<file path="src/gpio_dec_pkg.sv">
// Constants shared by the general purpose pin decoder and its comparator.
`default_nettype none
package gpio_dec_pkg;

  // Configuration access.
  localparam logic [7:0]  CFG_UNLOCK_VALUE = 8'h89;
  localparam logic [7:0]  IDX_PIN0_ADDR_LO = 8'h10;
  localparam logic [7:0]  IDX_PIN0_ADDR_HI = 8'h11;
  localparam logic [7:0]  IDX_PIN1_ADDR_LO = 8'h12;
  localparam logic [7:0]  IDX_PIN1_ADDR_HI = 8'h13;
  localparam logic [7:0]  IDX_PIN0_FUNC    = 8'h14;
  localparam int          NUM_CFG_REGS     = 5;
  localparam logic [7:0]  CFG_REG_RESET    = 8'h00;
  localparam logic [7:0]  INDEX_RESET      = 8'h00;
  localparam logic [7:0]  HIGH_REG_MASK    = 8'hC7;
  localparam logic [7:0]  FULL_REG_MASK    = 8'hFF;

  // Default I/O port addresses of the configuration ports.
  localparam logic [10:0] DEF_UNLOCK_PORT  = 11'h250;
  localparam logic [10:0] DEF_INDEX_PORT   = 11'h251;
  localparam logic [10:0] DEF_DATA_PORT    = 11'h252;

  // Field positions in the high address register.
  localparam int          SIZE_MSB         = 7;
  localparam int          SIZE_LSB         = 6;
  localparam int          ADDR_HI_MSB      = 2;

  // Field positions in the pin 0 function control register.
  localparam int          FUNC_MSB         = 7;
  localparam int          FUNC_LSB         = 5;
  localparam int          POLARITY_BIT     = 4;
  localparam int          SEL_READ_BIT     = 3;
  localparam int          SEL_WRITE_BIT    = 2;
  localparam int          WR_INV_BIT       = 1;
  localparam int          RD_INV_BIT       = 0;

  // Pin 0 functions; any code with the top bit set is a chip select.
  localparam logic [2:0]  FUNC_OFF         = 3'b000;
  localparam logic [2:0]  FUNC_OUT         = 3'b001;
  localparam logic [2:0]  FUNC_IN          = 3'b010;
  localparam logic [2:0]  FUNC_BIDIR       = 3'b011;
  localparam int          FUNC_CS_BIT      = 2;

  // Decode sizes.
  localparam logic [1:0]  SIZE_1_BYTE      = 2'b00;
  localparam logic [1:0]  SIZE_2_BYTES     = 2'b01;
  localparam logic [1:0]  SIZE_4_BYTES     = 2'b10;
  localparam logic [1:0]  SIZE_8_BYTES     = 2'b11;

  // Synchroniser word: {aen, ior_n, iow_n, sa[10:0], sd[7:0], pin}.
  localparam int          SYNC_W           = 23;
  localparam logic [22:0] SYNC_IDLE        = 23'h700000;

  typedef enum logic [0:0] {
    CFG_LOCKED   = 1'b0,
    CFG_UNLOCKED = 1'b1
  } cfg_state_t;

endpackage : gpio_dec_pkg
`default_nettype wire

</file>
<file path="src/addr_match_if.sv">
// Signals between the decoder and one address window comparator.
`timescale 1ns/10ps
`default_nettype none
interface addr_match_if;
  logic [10:0] base;
  logic [10:0] addr;
  logic [1:0]  size;
  logic        hit;

  modport comparator (input base, input addr, input size, output hit);
  modport user       (output base, output addr, output size, input hit);
endinterface : addr_match_if
`default_nettype wire

</file>
<file path="src/addr_window_match.sv">
// Address window comparator of 1, 2, 4 or 8 bytes.
`timescale 1ns/10ps
`default_nettype none
module addr_window_match
  import gpio_dec_pkg::*;
(
  addr_match_if.comparator bus            // Window base, size and hit
);

  logic [10:0] care;

  always_comb begin
    unique case (bus.size)
      SIZE_1_BYTE:  care = 11'h7FF;
      SIZE_2_BYTES: care = 11'h7FE;
      SIZE_4_BYTES: care = 11'h7FC;
      SIZE_8_BYTES: care = 11'h7F8;
    endcase
  end

  assign bus.hit = ((bus.addr ^ bus.base) & care) == 11'h000;

endmodule : addr_window_match
`default_nettype wire

</file>
<file path="src/isa_gpio_pin_decoder.sv">
// ISA I/O decoder for two general purpose pins with indexed configuration.
//
// Overview of operation
// Software unlocks with 0x89, writes an index, then uses the data port.
// Pin 0 address is 11 bits: low byte at 0x10, top three at 0x11.
// Pin 0 size code in 0x11 bits 7..6 ignores 0 to 3 address bits.
// Pin 1 address is 11 bits: low byte at 0x12, top three at 0x13.
// Pin 1 size code in 0x13 bits 7..6, coded as for pin 0.
// Bits 5..3 of 0x11 and 0x13 are reserved and read as zero.
// Function 000 tri-states pin 0; top bit set makes a chip select.
// Function 001 drives latched SD0 onto pin 0 after a matching write.
// Function 010 returns pin 0 level on SD0 during matching reads.
// Function 011 writes SD0 to the pin and reads the pin back.
// Chip select asserts on AEN low, address match and chosen strobes.
// Bit 4 of 0x14 picks chip select level: 0 low, 1 high.
// Bits 3..2 of 0x14 qualify select: none, write, read, either.
// Bit 0 inverts the read path, bit 1 the write path, independently.
// No match, AEN high or no read function leaves SD undriven.
// Written pin value latches at write strobe end, holds until next.
`timescale 1ns/10ps
`default_nettype none
module isa_gpio_pin_decoder
  import gpio_dec_pkg::*;
#(
  parameter logic [10:0] UNLOCK_PORT = DEF_UNLOCK_PORT,
  parameter logic [10:0] INDEX_PORT  = DEF_INDEX_PORT,
  parameter logic [10:0] DATA_PORT   = DEF_DATA_PORT
) (
  input  wire logic        clk_in,         // 250 MHz clock
  input  wire logic        rst_in,         // Synchronous reset, active high
  input  wire logic        aen_in,         // ISA address enable
  input  wire logic        ior_n_in,       // ISA I/O read strobe, low active
  input  wire logic        iow_n_in,       // ISA I/O write strobe, low active
  input  wire logic [10:0] sa_in,          // ISA address
  input  wire logic [7:0]  sd_in,          // ISA data, level on the wire
  input  wire logic        gp_pin0_in,     // Pin 0 level on the wire
  output logic      [7:0]  sd_out,         // ISA data driven value
  output logic      [7:0]  sd_oe_out,      // ISA data drive enable per bit
  output logic             gp_pin0_out,    // Pin 0 driven value
  output logic             gp_pin0_oe_out, // Pin 0 drive enable
  output logic             pin1_hit_out    // Pin 1 window hit with AEN low
);

  // Every bus and pin input crosses in through two flip-flops.
  logic [SYNC_W-1:0] sync_meta;
  logic [SYNC_W-1:0] sync_q;

  always_ff @(posedge clk_in) begin
    if (rst_in) begin
      sync_meta <= SYNC_IDLE;
      sync_q    <= SYNC_IDLE;
    end else begin
      sync_meta <= {aen_in, ior_n_in, iow_n_in, sa_in, sd_in, gp_pin0_in};
      sync_q    <= sync_meta;
    end
  end

  logic        aen_s;
  logic        ior_s;
  logic        iow_s;
  logic [10:0] sa_s;
  logic [7:0]  sd_s;
  logic        pin_s;

  assign aen_s = sync_q[22];
  assign ior_s = sync_q[21];
  assign iow_s = sync_q[20];
  assign sa_s  = sync_q[19:9];
  assign sd_s  = sync_q[8:1];
  assign pin_s = sync_q[0];

  // Writes take effect at the end of the strobe, when the data is settled.
  logic iow_prev;
  logic write_end;

  always_ff @(posedge clk_in) begin
    if (rst_in) begin
      iow_prev <= 1'b1;
    end else begin
      iow_prev <= iow_s;
    end
  end

  assign write_end = iow_s & ~iow_prev & ~aen_s;

  // Configuration access state.
  cfg_state_t  cfg_state;
  logic [7:0]  cfg_index;
  logic [7:0]  cfg_reg [NUM_CFG_REGS];
  logic        unlocked;

  assign unlocked = (cfg_state == CFG_UNLOCKED);

  always_ff @(posedge clk_in) begin
    if (rst_in) begin
      cfg_state <= CFG_LOCKED;
    end else if (write_end && sa_s == UNLOCK_PORT) begin
      // Any other value written here locks the registers again.
      unique case (sd_s == CFG_UNLOCK_VALUE)
        1'b1: cfg_state <= CFG_UNLOCKED;
        1'b0: cfg_state <= CFG_LOCKED;
      endcase
    end
  end

  always_ff @(posedge clk_in) begin
    if (rst_in) begin
      cfg_index <= INDEX_RESET;
    end else if (write_end && unlocked && sa_s == INDEX_PORT) begin
      cfg_index <= sd_s;
    end
  end

  for (genvar r = 0; r < NUM_CFG_REGS; r++) begin : g_cfg
    localparam logic [7:0] WMASK = (r == 1 || r == 3) ? HIGH_REG_MASK
                                                      : FULL_REG_MASK;
    always_ff @(posedge clk_in) begin
      if (rst_in) begin
        cfg_reg[r] <= CFG_REG_RESET;
      end else if (write_end && unlocked && sa_s == DATA_PORT &&
                   cfg_index == IDX_PIN0_ADDR_LO + 8'(r)) begin
        cfg_reg[r] <= sd_s & WMASK;
      end
    end
  end

  logic [7:0] idx_off;
  logic [7:0] data_val;

  assign idx_off = cfg_index - IDX_PIN0_ADDR_LO;

  always_comb begin
    data_val = 8'h00;
    if (cfg_index >= IDX_PIN0_ADDR_LO && cfg_index <= IDX_PIN0_FUNC) begin
      data_val = cfg_reg[idx_off[2:0]];
    end
  end

  // Address windows of both pins.
  addr_match_if match_bus [2] ();

  for (genvar p = 0; p < 2; p++) begin : g_win
    assign match_bus[p].base = {cfg_reg[2*p+1][ADDR_HI_MSB:0],
                                cfg_reg[2*p]};
    assign match_bus[p].size = cfg_reg[2*p+1][SIZE_MSB:SIZE_LSB];
    assign match_bus[p].addr = sa_s;
    addr_window_match u_match (
      .bus (match_bus[p].comparator)
    );
  end

  // Pin 0 function fields.
  logic [2:0] func_sel;
  logic       sel_polarity;
  logic       sel_on_read;
  logic       sel_on_write;
  logic       wr_invert;
  logic       rd_invert;

  assign func_sel     = cfg_reg[4][FUNC_MSB:FUNC_LSB];
  assign sel_polarity = cfg_reg[4][POLARITY_BIT];
  assign sel_on_read  = cfg_reg[4][SEL_READ_BIT];
  assign sel_on_write = cfg_reg[4][SEL_WRITE_BIT];
  assign wr_invert    = cfg_reg[4][WR_INV_BIT];
  assign rd_invert    = cfg_reg[4][RD_INV_BIT];

  logic pin0_hit;
  logic pin0_latch;
  logic next_pin0_latch;
  logic pin0_write;
  logic select_qual;
  logic select_on;
  logic gpio_read;
  logic cfg_read;
  logic next_pin0_out;
  logic next_pin0_oe;
  logic [7:0] next_sd;
  logic [7:0] next_sd_oe;

  assign pin0_hit   = match_bus[0].hit & ~aen_s;
  assign pin0_write = write_end & match_bus[0].hit &
                      (func_sel == FUNC_OUT || func_sel == FUNC_BIDIR);
  // The output function takes SD0 on writes, as the bidirectional one does.
  assign next_pin0_latch = pin0_write ? (sd_s[0] ^ wr_invert)
                                      : pin0_latch;

  always_ff @(posedge clk_in) begin
    if (rst_in) begin
      pin0_latch <= 1'b0;
    end else begin
      pin0_latch <= next_pin0_latch;
    end
  end

  always_comb begin
    unique case ({sel_on_read, sel_on_write})
      2'b00: select_qual = 1'b1;
      2'b01: select_qual = ~iow_s;
      2'b10: select_qual = ~ior_s;
      2'b11: select_qual = ~iow_s | ~ior_s;
    endcase
  end

  assign select_on = pin0_hit & select_qual;

  always_comb begin
    next_pin0_oe  = 1'b0;
    next_pin0_out = 1'b0;
    if (func_sel[FUNC_CS_BIT]) begin
      next_pin0_oe  = 1'b1;
      next_pin0_out = select_on ? sel_polarity : ~sel_polarity;
    end else if (func_sel == FUNC_OUT || func_sel == FUNC_BIDIR) begin
      next_pin0_oe  = 1'b1;
      next_pin0_out = next_pin0_latch;
    end
  end

  assign gpio_read = ~ior_s & pin0_hit &
                     (func_sel == FUNC_IN || func_sel == FUNC_BIDIR);
  assign cfg_read  = ~ior_s & ~aen_s & unlocked &
                     (sa_s == DATA_PORT || sa_s == INDEX_PORT);

  // A configuration read wins if a pin window overlaps the config ports.
  always_comb begin
    next_sd    = 8'h00;
    next_sd_oe = 8'h00;
    if (cfg_read) begin
      next_sd_oe = 8'hFF;
      next_sd    = (sa_s == INDEX_PORT) ? cfg_index : data_val;
    end else if (gpio_read) begin
      next_sd_oe = 8'h01;
      next_sd    = {7'h00, pin_s ^ rd_invert};
    end
  end

  always_ff @(posedge clk_in) begin
    if (rst_in) begin
      sd_out         <= 8'h00;
      sd_oe_out      <= 8'h00;
      gp_pin0_out    <= 1'b0;
      gp_pin0_oe_out <= 1'b0;
      pin1_hit_out   <= 1'b0;
    end else begin
      sd_out         <= next_sd;
      sd_oe_out      <= next_sd_oe;
      gp_pin0_out    <= next_pin0_out;
      gp_pin0_oe_out <= next_pin0_oe;
      pin1_hit_out   <= match_bus[1].hit & ~aen_s;
    end
  end
endmodule : isa_gpio_pin_decoder
`default_nettype wire

</file>
<file path="config.mk">
export PLATFORM = sky130hd
export DESIGN_NAME = isa_gpio_pin_decoder
export DESIGN_NICKNAME = d
export VERILOG_FILES = /design/src/gpio_dec_pkg.sv /design/src/addr_match_if.sv /design/src/addr_window_match.sv /design/src/isa_gpio_pin_decoder.sv
export SDC_FILE = /design/constraint.sdc
export NUM_CORES = 1
export LEC_CHECK = 0
export BUFFER_PORTS_ARGS = -buffer_cell sky130_fd_sc_hd__buf_2
export CORE_MARGIN = 2
export CORE_UTILIZATION = 55
export CTS_CLUSTER_SIZE = 30
export DETAILED_ROUTE_END_ITERATION = 16
export PLACE_DENSITY_LB_ADDON = 0.08
export SLEW_MARGIN = 20
export SYNTH_ARGS = -nofsm -noshare
export SYNTH_HDL_FRONTEND = slang
export SYNTH_SLANG_ARGS = --single-unit
</file>
<file path="constraint.sdc">
create_clock -name clk_in -period 2.45 [get_ports clk_in]
set_input_delay 0.245 -clock clk_in [delete_from_list [all_inputs] [get_ports clk_in]]
set_output_delay 0.245 -clock clk_in [all_outputs]
set_load 0.005 [all_outputs]
</file>
==> flow_summary.toml <==
[status]
status = "completed"

[yosys]
syn_inst = 366
yosys-top-cells-area = "dfxtp_1 (35%), edfxtp_1 (24%), nor2b_1 (6.1%), nor2_1 (5.8%), mux4_2 (2.7%)"
synth_edf_count = 34
ys_seq_area_frac = 0.595
synth.top_cell.area_share = 0.350
async_flop_share = 0
ys_ff_latch = 107
synth_cell_types = 44
synthesis.nets = 391
netlist_area_um2 = 4180
ys.flop_type = "dfxtp_1"
postSynthAreaPerCell_um2 = 11.4
yosys_warnings = 0
yosysTopAreaCell = "dfxtp_1"

[floorplanning]
initial_core_util = 0.573
dieArea_um2 = 8300
die_height_um = 91.1
design.core.area_um2 = 7290
ioPinCount = 44
die_w_um = 91.1
rows = 31

[placed_design]
place.gp.congestion = 0.895
numPortBuffers = 43
hpwl_um = 6680

[pwr]
switching_share = 0.237
pwr-share-comb = 0.046
peakVddDrop_mv = 0.477
p_per_area_nw_per_um2 = 666
pwr-share-seq = 0.620
total_power_mw = 3.10
p_switching_uw = 734
internal_power_mw = 2.37
clock_power_share = 0.334
power.leakage_nw = 1.82

[sta]
min_period_over_period = 0.923
fin_setup_tns_ns = 0
whs_ns = 0.0509
skew_ns = 0.0118
hold_violations = 0
period_needed_ns = 2.26
worst_slew_pin_slew_ns = 0.939
rsz0062_at_grt = "no"
finalSetupViolCount = 0
slew_headroom = 0.374
clock.fmax_mhz = 442
drv_slew = 0

[drt]
drtPass1Iterations = 4
avgViaCountPerCell = 5.30
via_count = 2708
drc_errors = 0
drt-wirelength-per-cell_um = 17.3
drtIter0Drc = 200
routed_wl_um = 8830
ant_nets = 0

[clock_tree]
clk_latency_ns = 0.37
numCtsBuffers = 9
cts_sinks = 107
cts_tree = "yes"
cts_resized = 0
clkTransAtPathRegs_ns = 0.09
ctsHoldBuffers = 0
cts_buffer_depth = 2
htreeDepth = 3
root_buffer = "clkbuf_8"
post_cts_buffers = 0

[setup_path]
critPathSlowestCell = "nor4b_2"
cp.required_ns = 2.52
path_class = "reg2reg"
worstPathCellList = "nor4b_2, and3b_1, and4_1, and2b_1, nand3_1, nand2b_1"
start_kind = "flop"
cp_max_fo = 6
max_stage_delay_ns = 0.42
worstPathArrival_ns = 2.33
end_kind = "flop"

[grt]
grt_pass1_wl_um = 13800
grt_pass1_vias = 2677
grt-ovfl-total = 0
grtUsageTotal = 0.224
antenna_found_initial = 0
grt_max_degree = 58

[finish]
drive_above_1_share = 0.228
antenna_cells = 0
largest_reg_flops = 34
fin_nets = 432
area_delta_synth_final_pct = 11.6

[run]
maxCapViolations = 0

[min_path]
hold_class = "in2reg"
==> placed cells by master (no fill, tap or decap), types with 4 or more instances in the layout <==
cell,instances
dfxtp_1,73
xor2_1,12
buf_4,7
a21oi_1,6
or2_2,8
buf_2,43
a22oi_1,7
mux4_2,5
mux2i_1,9
xnor2_1,12
nor3_1,5
edfxtp_1,34
nand4_1,7
clkbuf_8,10
nor2_1,65
nor2b_1,41
nor4_1,5
nand3_1,4
nand2b_1,13
mux2_2,9
==> power by group through the flow <==
stage	clock network [mW]	logic (mW)	registers, mW
3_5_place_dp	0	0.142	1.96
3_3_place_gp	0	0.141	1.96
6_report	1.04	0.142	1.92
4_1_cts	1.05	0.143	1.92
5_1_grt	1.12	0.157	1.93
2_1_floorplan	0	0.100	1.95
==> worst paths after layout <==
| path | endpoint | depth (start not counted) | slack (ns) | from |
|---|---|---|---|---|
| min reg2reg | sync_q[21]$_SDFF_PP1_ | 1 | 0.42 | sync_meta[21]$_SDFF_PP1_ |
| min | sync_meta[21]$_SDFF_PP1_ | 2 | 0.05 | ior_n_in |
| max | cfg_reg[1][0]$_SDFFCE_PN0P_ | 6 | 0.19 | sync_q[17]$_SDFF_PP0_ |
| max reg2reg | cfg_reg[1][0]$_SDFFCE_PN0P_ | 6 | 0.19 | sync_q[17]$_SDFF_PP0_ |
==> cells in the mapped netlist, types with 2 or more instances <==
master	instances
nor3_1	5
inv_1	3
nor4_1	5
a22oi_1	7
nand2b_1	13
mux4_2	5
buf_4	6
nor4b_1	2
a21oi_1	6
dfxtp_1	73
nand3_2	2
o21ai_0	2
edfxtp_1	34
nand4_1	7
nor2_1	65
nand3_1	4
nor2b_1	41
xor2_1	12
mux2_2	9
mux2i_1	9
nand2_1	3
xnor2_1	12
clkbuf_1	12
nor3b_1	2
or2_2	8
==> metal layers <==
metal | vias up | track usage | part of all wire
met3 | 19 | 0.0539 | 0.066
met4 | 0 | 0.0770 | 0.026
met2 | 118 | 0.361 | 0.46
li1 | 1327 | - | -
met1 | 1244 | 0.297 | 0.45
met5 | - | 0 | 0
==> metrics by stage <==
stage | setup slack (ns) | util | instances | cell area [um2]
2_1_floorplan | 0.474 | - | 366 | 4180
3_3_place_gp | 0.322 | 0.613 | 495 | 4470
3_5_place_dp | 0.218 | 0.613 | 495 | 4470
4_1_cts | 0.201 | 0.639 | 511 | 4660
5_1_grt | 0.0179 | 0.639 | 511 | 4660
6_report | 0.188 | 0.639 | 511 | 4660
==> worst max-delay path, delay by kind of cell, from the launching register on <==
kind	cells	cell delay [ns]
simple gates	6	1.59
flops	1	0.36
==> kinds of logic after synthesis <==
kind of cell,after synthesis,synth area share
simple gates,166,0.214
flops,107,0.595
xor+xnor,25,0.0542
mux,23,0.0728
buf+inv,23,0.0264
compound gates,22,0.0378
==> final cells by class <==
cell class	instances	area (um2)
sequential	107	2480
inverter	3	11.3
multi-input combinational	236	1580
tap	99	124
timing repair buffer	50	268
fill	600	2630
clock inverter	6	52.6
clock buffer	10	138
Power figures use the tool's default switching activity.
